<file path="src/dsc_pkg.sv">
// Package for the disk synchronizer start-up and channel access block.
// Assumes a single 200 MHz clock and a classic Wishbone register port.
package dsc_pkg;
   // Clock period in picoseconds.
   localparam int CLK_PS = 5000;
   // One-shot and inhibit-sequence times, as printed, and their cycle counts.
   localparam int CHECK_NS = 1000;
   localparam int STEP_NS = 250;
   localparam int CHECK_CYC = (CHECK_NS * 1000 + CLK_PS - 1) / CLK_PS;
   localparam int STEP_CYC = (STEP_NS * 1000 + CLK_PS - 1) / CLK_PS;
   // Register word offsets (byte addresses).
   localparam logic [7:0] REG_CMD = 8'h00;
   localparam logic [7:0] REG_COND = 8'h04;
   localparam logic [7:0] REG_STAT = 8'h08;
   localparam logic [7:0] REG_CTRL = 8'h0C;
   // Status field positions.
   localparam int ST_BUSY = 0;
   localparam int ST_DONE = 1;
   localparam int ST_OWNER = 2;
   localparam int ST_REQ = 3;
   localparam int ST_INH = 4;
   localparam int ST_SEEN = 5;
   localparam int ST_CLRH = 6;
   localparam int ST_CHNP = 7;
   // Condition register field positions.
   localparam int CD_TSE = 0;
   localparam int CD_DUP = 1;
   localparam int CD_PROT = 2;
   localparam int CD_RDY = 3;
   localparam int CD_PSF = 4;
   // Command word fields: bit 9 is write direction, bits 8..0 the address.
   localparam int CW_WRITE = 9;
   localparam int AR_W = 36;
   localparam int ADR_W = 9;

   // Channel signals grouped for the relay.
   typedef struct packed {
      logic req;
      logic grant;
      logic wr;
   } dsc_chan_s;

   // Sequencer states.
   typedef enum logic [2:0] {
      ST_IDLE,
      ST_CHECK,
      ST_WAIT,
      ST_STEP1,
      ST_STEP2,
      ST_OWN
   } dsc_state_e;
endpackage : dsc_pkg

</file>
<file path="src/dsc_sync.sv">
// Start-up and data-channel access logic of a disk synchronizer.
// Assumes the Wishbone master stands in for the host I/O instruction path and
// that channel lines are synchronous to clk_i.
`timescale 1ns/10ps
// Functional notes
// - Data-out instruction ignored while busy.
// - Initial clear pulse only when not busy and selected.
// - Initial clear releases clear hold and normalizes control state.
// - Set phase loads command word when not busy, not owner, selected.
// - Start prevented by any of five error or readiness conditions.
// - Load pulse starts 1 us one-shot; its end samples prevent condition.
// - No prevent: set busy and access request.
// - Prevent: set done, interrupt when enabled.
// - Not owner: relay request, direction downstream-to-channel and grant back.
// - Channel drops grant to end; owner then drops request.
// - Owner holds request until grant drops; it never drops it early.
// - Grant and request low, not owner: idle pulse sets inhibit.
// - 250 ns later clear seen flag, set owner; inhibit blocks request.
// - Another 250 ns clears inhibit; owner then drives request.
// - Outgoing request holds own seen flag set.
// - Owner does not relay grant downstream.
// - Grant fires begin-search, address strobe, two strobes with low nine bits.
// - Second strobe emits device pulse; read also clears channel pulse flag.
// - Request and grant low at least 400 ns before new request.
// - Second strobe always clears assembly register.
// - Begin-search clears access request only once ownership confirmed.
// - Owner drives own direction and request lines.
module dsc_sync
   import dsc_pkg::*;
(
   // Clock and reset.
   input  wire logic                   clk_i,
   input  wire logic                   rst_i,
   // Wishbone slave.
   input  wire logic                   wb_cyc_i,
   input  wire logic                   wb_stb_i,
   input  wire logic                   wb_we_i,
   input  wire logic [7:0]             wb_adr_i,
   input  wire logic [3:0]             wb_sel_i,
   input  wire logic [31:0]            wb_dat_i,
   output logic      [31:0]            wb_dat_o,
   output logic                        wb_ack_o,
   // Status towards the host.
   output logic                        host_irq_o,
   // Channel side (upstream) and downstream device side.
   input  dsc_pkg::dsc_chan_s          chan_i,
   output dsc_pkg::dsc_chan_s          chan_o,
   input  dsc_pkg::dsc_chan_s          down_i,
   output dsc_pkg::dsc_chan_s          down_o,
   // Channel data strobes and bus.
   input  wire logic                   channel_pulse_i,
   input  wire logic                   ar_load_i,
   input  wire logic [AR_W-1:0]        ar_dat_i,
   output logic      [ADR_W-1:0]       chan_bus_o,
   output logic                        initial_address_strobe_o,
   output logic                        data_strobe_one_o,
   output logic                        data_strobe_two_o,
   output logic                        device_pulse_o,
   output logic                        begin_search_pulse_o
);
   import dsc_pkg::*;

   typedef struct packed {
      dsc_state_e     st;
      logic           busy;
      logic           done;
      logic           general_clear_hold;
      logic           access_req;
      logic           channel_owner_flag;
      logic           settle_inhibit_flag;
      logic           seen;
      logic           channel_pulse_received;
      logic           write_dir;
      logic           irq_en;
      logic [4:0]     cond;
      logic [AR_W-1:0] assembly_register;
      logic [3:0]     strobe_sh;
      logic           ack;
      logic [31:0]    rdat;
      logic [ADR_W-1:0] bus;
   } dsc_state_s;

   dsc_state_s q;
   dsc_state_s next_q;

   logic wb_req;
   logic wb_commit;
   logic host_data_out_instruction;
   logic device_select_decode;
   logic initial_clear_pulse;
   logic load_pulse_one;
   logic start_prevent_condition;
   logic chk_start;
   logic chk_done;
   logic step_start;
   logic step_done;
   logic idle_detect_pulse;
   logic grant_rise;
   logic grant_q;
   logic [7:0] tmr_load;

   // A write to the command word is the host's data-out instruction.
   // Writes land on the ack edge, while the master still holds address and data.
   assign wb_req = wb_cyc_i & wb_stb_i & ~q.ack;
   assign wb_commit = wb_cyc_i & wb_stb_i & q.ack;
   assign device_select_decode = (wb_adr_i == REG_CMD);
   assign host_data_out_instruction = wb_commit & wb_we_i & device_select_decode & wb_sel_i[0];
   // Clear and set phases collapse into one cycle; the set phase also needs the owner flag clear.
   assign initial_clear_pulse = host_data_out_instruction & ~q.busy;
   assign load_pulse_one = initial_clear_pulse & ~q.channel_owner_flag;

   // Any one of the five conditions blocks the start; protection blocks only a write.
   assign start_prevent_condition = q.cond[CD_TSE] | q.cond[CD_DUP]
      | (q.write_dir & q.cond[CD_PROT]) | ~q.cond[CD_RDY] | q.cond[CD_PSF];

   // Channel idle seen while waiting for access.
   assign idle_detect_pulse = (q.st == ST_WAIT) & ~chan_i.grant & ~chan_i.req
      & ~q.channel_owner_flag;
   assign grant_rise = chan_i.grant & ~grant_q & q.channel_owner_flag;
   assign chk_start = load_pulse_one;
   assign step_start = idle_detect_pulse | (q.st == ST_STEP1 & step_done);
   assign tmr_load = 8'(STEP_CYC);

   dsc_timer #(.W(8)) u_check (
      .clk_i   (clk_i),
      .rst_i   (rst_i),
      .start_i (chk_start),
      .load_i  (8'(CHECK_CYC)),
      .run_o   (),
      .done_o  (chk_done)
   );

   dsc_timer #(.W(8)) u_step (
      .clk_i   (clk_i),
      .rst_i   (rst_i),
      .start_i (step_start),
      .load_i  (tmr_load),
      .run_o   (),
      .done_o  (step_done)
   );

   // Grant edge tracker; only its own previous value is kept here.
   always_ff @(posedge clk_i)
   begin
      if (rst_i)
         grant_q <= 1'b0;
      else
         grant_q <= chan_i.grant;
   end

   // Next-state logic for the whole sequencer and register file.
   always_comb
   begin
      next_q = q;
      next_q.ack = wb_req;
      next_q.strobe_sh = {q.strobe_sh[2:0], 1'b0};
      // Register bus access.
      if (wb_req & ~wb_we_i)
      begin
         case (wb_adr_i)
            REG_CMD:  next_q.rdat = {22'h000000, q.write_dir, q.assembly_register[ADR_W-1:0]};
            REG_COND: next_q.rdat = {27'h0000000, q.cond};
            REG_STAT: next_q.rdat = {24'h000000, q.channel_pulse_received,
                                     q.general_clear_hold, q.seen,
                                     q.settle_inhibit_flag, q.access_req,
                                     q.channel_owner_flag, q.done, q.busy};
            REG_CTRL: next_q.rdat = {31'h00000000, q.irq_en};
            default:  next_q.rdat = 32'h00000000;
         endcase
      end
      if (wb_commit & wb_we_i & wb_sel_i[0])
      begin
         if (wb_adr_i == REG_COND)
            next_q.cond = wb_dat_i[4:0];
         if (wb_adr_i == REG_CTRL)
         begin
            next_q.irq_en = wb_dat_i[0];
            if (wb_dat_i[1])
               next_q.done = 1'b0;
         end
      end
      // Instruction start: normalize then load the command word.
      if (initial_clear_pulse)
      begin
         next_q.general_clear_hold = 1'b0;
         next_q.done = 1'b0;
         next_q.channel_pulse_received = 1'b0;
         next_q.assembly_register = '0;
         next_q.st = ST_CHECK;
      end
      if (load_pulse_one)
      begin
         next_q.assembly_register[ADR_W-1:0] = wb_dat_i[ADR_W-1:0];
         next_q.write_dir = wb_dat_i[CW_WRITE];
      end
      if (ar_load_i)
         next_q.assembly_register = ar_dat_i;
      if (channel_pulse_i)
         next_q.channel_pulse_received = 1'b1;
      // Seen flag tracks the outgoing request as long as it is raised.
      if (chan_o.req)
         next_q.seen = 1'b1;
      case (q.st)
         ST_IDLE:
         begin
         end
         ST_CHECK:
         begin
            if (chk_done)
            begin
               if (start_prevent_condition)
               begin
                  next_q.done = 1'b1;
                  next_q.general_clear_hold = 1'b1;
                  next_q.st = ST_IDLE;
               end
               else
               begin
                  next_q.busy = 1'b1;
                  next_q.access_req = 1'b1;
                  next_q.st = ST_WAIT;
               end
            end
         end
         ST_WAIT:
         begin
            if (idle_detect_pulse)
            begin
               next_q.settle_inhibit_flag = 1'b1;
               next_q.st = ST_STEP1;
            end
         end
         ST_STEP1:
         begin
            if (step_done)
            begin
               next_q.seen = 1'b0;
               next_q.channel_owner_flag = 1'b1;
               next_q.st = ST_STEP2;
            end
         end
         ST_STEP2:
         begin
            if (step_done)
            begin
               next_q.settle_inhibit_flag = 1'b0;
               next_q.st = ST_OWN;
            end
         end
         ST_OWN:
         begin
            // Grant confirms ownership and fires the start-up strobes.
            if (grant_rise)
            begin
               next_q.access_req = 1'b0;
               next_q.strobe_sh[0] = 1'b1;
            end
            if (q.strobe_sh[1])
               next_q.bus = q.assembly_register[ADR_W-1:0];
            if (q.strobe_sh[3])
            begin
               next_q.assembly_register = '0;
               if (~q.write_dir & ~channel_pulse_i) // A pulse in the same cycle wins.
                  next_q.channel_pulse_received = 1'b0;
            end
            // Grant dropped by the channel ends the transfer.
            if (grant_q & ~chan_i.grant)
            begin
               next_q.channel_owner_flag = 1'b0;
               next_q.busy = 1'b0;
               next_q.done = 1'b1;
               next_q.general_clear_hold = 1'b1;
               next_q.st = ST_IDLE;
            end
         end
         default:
            next_q.st = ST_IDLE;
      endcase
      // A done set by hardware beats a clear in the same cycle.
      if (q.done & ~next_q.done & ~(initial_clear_pulse)
          & ((q.st == ST_CHECK & chk_done & start_prevent_condition)))
         next_q.done = 1'b1;
   end

   // State register; the clear hold stands set after reset.
   always_ff @(posedge clk_i)
   begin
      if (rst_i)
      begin
         q <= '0;
         q.st <= ST_IDLE;
         q.general_clear_hold <= 1'b1;
      end
      else
      begin
         q <= next_q;
      end
   end

   // Channel relay: pass-through until owner, then own lines.
   always_comb
   begin
      if (q.channel_owner_flag)
      begin
         chan_o.req = ~q.settle_inhibit_flag & q.busy;
         chan_o.wr = q.write_dir;
         chan_o.grant = 1'b0;
         down_o.grant = 1'b0;
      end
      else
      begin
         chan_o.req = down_i.req;
         chan_o.wr = down_i.wr;
         chan_o.grant = 1'b0;
         down_o.grant = chan_i.grant;
      end
      down_o.req = 1'b0;
      down_o.wr = 1'b0;
   end

   assign wb_ack_o = q.ack;
   assign wb_dat_o = q.rdat;
   assign host_irq_o = q.done & q.irq_en;
   assign chan_bus_o = q.bus;
   assign begin_search_pulse_o = q.strobe_sh[0];
   assign initial_address_strobe_o = q.strobe_sh[1];
   assign data_strobe_one_o = q.strobe_sh[2];
   assign data_strobe_two_o = q.strobe_sh[3];
   assign device_pulse_o = q.strobe_sh[3];

   // Owner request never rises while inhibit is set.
   a_inhibit_blocks_req: assert property (@(posedge clk_i) disable iff (rst_i)
      q.settle_inhibit_flag |-> !(q.channel_owner_flag && chan_o.req))
      else $error("request raised during inhibit");
   a_busy_ignores_cmd: assert property (@(posedge clk_i) disable iff (rst_i)
      (host_data_out_instruction && q.busy) |=> $stable(q.write_dir))
      else $error("command taken while busy");
   a_clear_needs_idle: assert property (@(posedge clk_i) disable iff (rst_i)
      initial_clear_pulse |-> (!q.busy && device_select_decode))
      else $error("clear pulse while busy");
   a_load_sets_check: assert property (@(posedge clk_i) disable iff (rst_i)
      load_pulse_one |=> (q.st == ST_CHECK && !q.general_clear_hold))
      else $error("load did not start check");
   a_check_time: assert property (@(posedge clk_i) disable iff (rst_i)
      load_pulse_one |-> ##[200:202] chk_done)
      else $error("one-shot length wrong");
   a_good_start: assert property (@(posedge clk_i) disable iff (rst_i)
      (q.st == ST_CHECK && chk_done && !start_prevent_condition)
      |=> (q.busy && q.access_req))
      else $error("busy or request not set");
   a_bad_start: assert property (@(posedge clk_i) disable iff (rst_i)
      (q.st == ST_CHECK && chk_done && start_prevent_condition) |=> q.done)
      else $error("done not set on prevent");
   a_owner_after_idle: assert property (@(posedge clk_i) disable iff (rst_i)
      idle_detect_pulse |-> ##[50:52] q.channel_owner_flag)
      else $error("owner not set 250 ns after idle");
   a_no_grant_relay: assert property (@(posedge clk_i) disable iff (rst_i)
      q.channel_owner_flag |-> !down_o.grant)
      else $error("grant relayed while owner");
   a_search_chain: assert property (@(posedge clk_i) disable iff (rst_i)
      begin_search_pulse_o |-> ##1 initial_address_strobe_o ##2 device_pulse_o)
      else $error("start-up strobe chain broken");
endmodule : dsc_sync

</file>
<file path="src/dsc_timer.sv">
// Down-counting interval timer used for the one-shot and the settle steps.
// Assumes start is a one-cycle pulse; done pulses once when the count ends.
`timescale 1ns/10ps
module dsc_timer #(
   parameter int W = 8
) (
   // Clock and reset.
   input  wire logic         clk_i,
   input  wire logic         rst_i,
   // Control.
   input  wire logic         start_i,
   input  wire logic [W-1:0] load_i,
   output logic              run_o,
   output logic              done_o
);
   typedef struct packed {
      logic [W-1:0] cnt;
      logic         run;
      logic         done;
   } dsc_tmr_s;

   dsc_tmr_s q;
   dsc_tmr_s next_q;

   // Count down while running; a new start restarts the interval.
   always_comb
   begin
      next_q = q;
      next_q.done = 1'b0;
      if (start_i)
      begin
         next_q.cnt = load_i;
         next_q.run = 1'b1;
      end
      else if (q.run)
      begin
         if (q.cnt <= W'(1))
         begin
            next_q.run = 1'b0;
            next_q.done = 1'b1;
         end
         else
         begin
            next_q.cnt = q.cnt - W'(1);
         end
      end
   end

   always_ff @(posedge clk_i)
   begin
      if (rst_i)
         q <= '0;
      else
         q <= next_q;
   end

   assign run_o = q.run;
   assign done_o = q.done;
endmodule : dsc_timer

</file>
<file path="config.mk">
export PLATFORM = sky130hd
export DESIGN_NAME = dsc_sync
export DESIGN_NICKNAME = d
export VERILOG_FILES = /design/src/dsc_pkg.sv /design/src/dsc_sync.sv /design/src/dsc_timer.sv
export SDC_FILE = /design/constraint.sdc
export NUM_CORES = 1
export LEC_CHECK = 0
export BUFFER_PORTS_ARGS = -buffer_cell sky130_fd_sc_hd__buf_2
export CORE_MARGIN = 1.5
export CORE_UTILIZATION = 24
export CTS_BUF_LIST = sky130_fd_sc_hd__clkbuf_4 sky130_fd_sc_hd__clkbuf_8
export CTS_CLUSTER_DIAMETER = 150
export DETAILED_ROUTE_END_ITERATION = 8
export GPL_ROUTABILITY_DRIVEN = 0
export HOLD_SLACK_MARGIN = 0.02
export PLACE_DENSITY = 0.56
export SYNTH_ARGS = -nofsm -noshare
export SYNTH_HDL_FRONTEND = slang
export SYNTH_SLANG_ARGS = --single-unit
</file>
<file path="constraint.sdc">
create_clock -name clk_i -period 4.2 [get_ports clk_i]
set_input_delay 0.84 -clock clk_i [delete_from_list [all_inputs] [get_ports clk_i]]
set_output_delay 0.84 -clock clk_i [all_outputs]
set_load 0.01 [all_outputs]
</file>
==> run summary <==
outcome - complete, but fails checks
failing checks - design-rule violations
Hold Vio Cnt, Final - 0
Req. time, crit path - 3.36 ns
largest net degree at the start of global routing - 52
Leak Pwr - 1.60 nW
count leader, synth - dfxtp_1
post-DP HPWL - 6670 µm
#FFs+latches synth - 72
Worst Tran Pin Value - 0.982 ns
CTS root buffer - clkbuf_8
Cell Area, Synth - 3620 µm²
CTS tree - yes
Reg power frac - 50.4%
CTS resizes - 0
top_reg_cell synth - dfxtp_1
clock network power share - 43.4%
max-cap violation count - 0
peak supply drop - 0.148 mV
worst skew pair latency - 0.34 ns
layout cells sized above 1 - 20.5%
final worst slack - 1.61 ns
Crit path largest cell delay - 0.79 ns
core area - 14600 µm²
syn avg cell area - 8.63 µm²
DIE WIDTH - 126 µm
crit path DAT - 1.75 ns
# setup viols final - 0
Crit. Startpoint - q[92]$_SDFFE_PP0P_
TritonCTS buffer count - 9
Total Power - 0.00139 W
Detailed Route WL - 8820 µm
Post-synth top cells - 72 x dfxtp_1, 47 x nand2_1, 45 x buf_4
CP Cell Sequence - nand3b_1, o21ai_1, buf_2
Die Y - 126 µm
Crit Path Max Fanout - 18
top post-synthesis cells by area - dfxtp_1 40%, buf_4 9.3%, nand2_1 4.9%
CP max stage cell - dfxtp_1
skew final - 0.0107 ns
Setup Buffers After CTS - 0
overflow left after global routing - 0
number of I/O port buffers - 67
Crit Path Class - reg2out
post-synth cell types - 61
Clock transition at path regs - 0.08 ns
reg2reg start - u_step.q[2]$_SDFFE_PP0P_
Antenna Nets Post-Route - 0
max-slew violation count - 0
RSZ-0062 raised after global routing - no
cell internal pwr - 0.00107 W
Fillers - 1582
CTS sink cnt - 72
global-route wire length before repair - 14200 µm
asr flop ratio synth - 0%
yosys warns - 0
Syn-to-layout area delta - 13.5%
clk buf depth - 2
Seq/Total Area, Yosys - 39.8%
buffering stage count on the worst path with inverters included - 1
Synth top area share - 39.8%
period utilization - 61.7%
vias per cell - 4.63
Sw Ratio - 22.9%
Hold Crit Class - reg2reg
Pwr Density - 337 nW/µm²
ant diodes - 0
Worst setup SP type - flip-flop
Post-Synthesis Cells - 420
Iteration-0 DRC Markers - 198
Largest delay share family, worst path - flip-flops
CTS H-Tree Depth - 3
pre-CTS WS - 1.64 ns
drc violations - 9
headroom to the max-slew limit - 34.5%
initial antenna violation count - 1
post-layout min period - 2.59 ns
Switch Pwr - 0.000318 W
vias in the first global route - 2809
Cell Rows - 44
die area - 15800 µm²
Yosys top cell by area - dfxtp_1
drt pass-1 iters - 6
CTS Hold Bufs - 0
Post-synth EDFFs - 0
Crit. End Element - primary output
Setup TNS - 0 ns
Layout Nets - 560
routed len/inst - 13.5 µm
Combinational Power Share - 6.2%
f_max - 386 MHz
total vias in the final route - 3020
hold path startpoint - wb_dat_o[5]$_SDFFE_PP0P_
Starting Density - 24.7%
Top Ports - 147
all-layer global routing usage - 11.3%
sequential cells by signal, indices dropped and copies added, names as in the netlist:
register / flops
u_step.run_o: 1
begin_search_pulse_o: 1
chan_bus_o: 9
u_step.q: 8
data_strobe_two_o: 1
wb_dat_o: 10
u_step.done_o: 1
q: 27
wb_ack_o: 1
u_check.done_o: 1
initial_address_strobe_o: 1
data_strobe_one_o: 1
grant_q: 1
u_check.q: 8
u_check.run_o: 1
power groups by stage:
stage / registers (W) / clock network [W] / logic (W)
6_report: 0.000698 / 0.000603 / 0.0000858
5_1_grt: 0.000699 / 0.000651 / 0.0000950
4_1_cts: 0.000698 / 0.000615 / 0.0000860
3_5_place_dp: 0.000714 / 0 / 0.0000856
3_3_place_gp: 0.000714 / 0 / 0.0000851
2_1_floorplan: 0.000711 / 0 / 0.0000679
worst paths after layout:
check / endpoint / slack [ns] / cells after the start
hold / removal: wb_dat_o[5]$_SDFFE_PP0P_ / 0.45 / 2
hold reg to reg: wb_dat_o[5]$_SDFFE_PP0P_ / 0.45 / 2
setup reg to reg: u_step.q[8]$_SDFFE_PP0P_ / 2.29 / 6
setup / recovery: chan_o[2] / 1.61 / 3
worst min-delay path: cells and delay by family, from the launching register on:
kind / cells / cell delay [ns]
DFF: 1 / 0.31
and+or+nand+nor: 1 / 0.05
AOI/OAI and AO/OA: 1 / 0.05
per-stage QoR:
step           instance area [µm²]  utilization, %  instances  hold WS, ns
2_1_floorplan                 3710               -        444        0.427
3_3_place_gp                  3890            26.6        636        0.443
3_5_place_dp                  3890            26.6        636        0.442
4_1_cts                       4110            28.1        652        0.453
5_1_grt                       4110            28.1        652        0.483
6_report                      4110            28.1        652        0.449
layer usage:
metal	part of all wire (%)	vias up	GRT usage (%)
li1	-	1518	-
met1	44	1412	13.7
met2	48	74	18.9
met3	5.6	14	3.40
met4	1.5	2	4.26
met5	0.11	-	0
logic make-up (layout without fill, tap and decap cells):
| group | count (synthesis) | in the layout | share of synthesized area (%) |
|---|---|---|---|
| DFF | 72 | 72 | 39.8 |
| xor gates and xnor gates | 6 | 6 | 1.45 |
| other | 1 | 25 | 0.103 |
| buffers and inverters | 69 | 93 | 11.8 |
| AOI/OAI and AO/OA | 92 | 92 | 16.0 |
| adders and majority gates | 4 | 4 | 1.38 |
| muxes | 18 | 18 | 5.08 |
| and+or+nand+nor | 158 | 158 | 24.3 |
area by class of cell:
type	count	area (µm²)	area share, %
flip-flops and latches	72	1440	35.1
multi-input cells	303	1840	44.8
well taps	184	230	5.60
repair buffers	68	343	8.34
inverters	9	33.8	0.822
clock buffers	11	139	3.38
clock inverters	5	81.3	1.98
placed cells by master (no fill, tap or decap), drive strengths merged, types with 11 or more instances in the layout:
cell type   n
conb       25
o21ai      17
nand2      47
dfxtp      72
nor2       32
buf        68
a31oi      14
clkbuf     11
mux2i      15
a21oi      32
No activity file was read; power rests on OpenSTA's default activity.
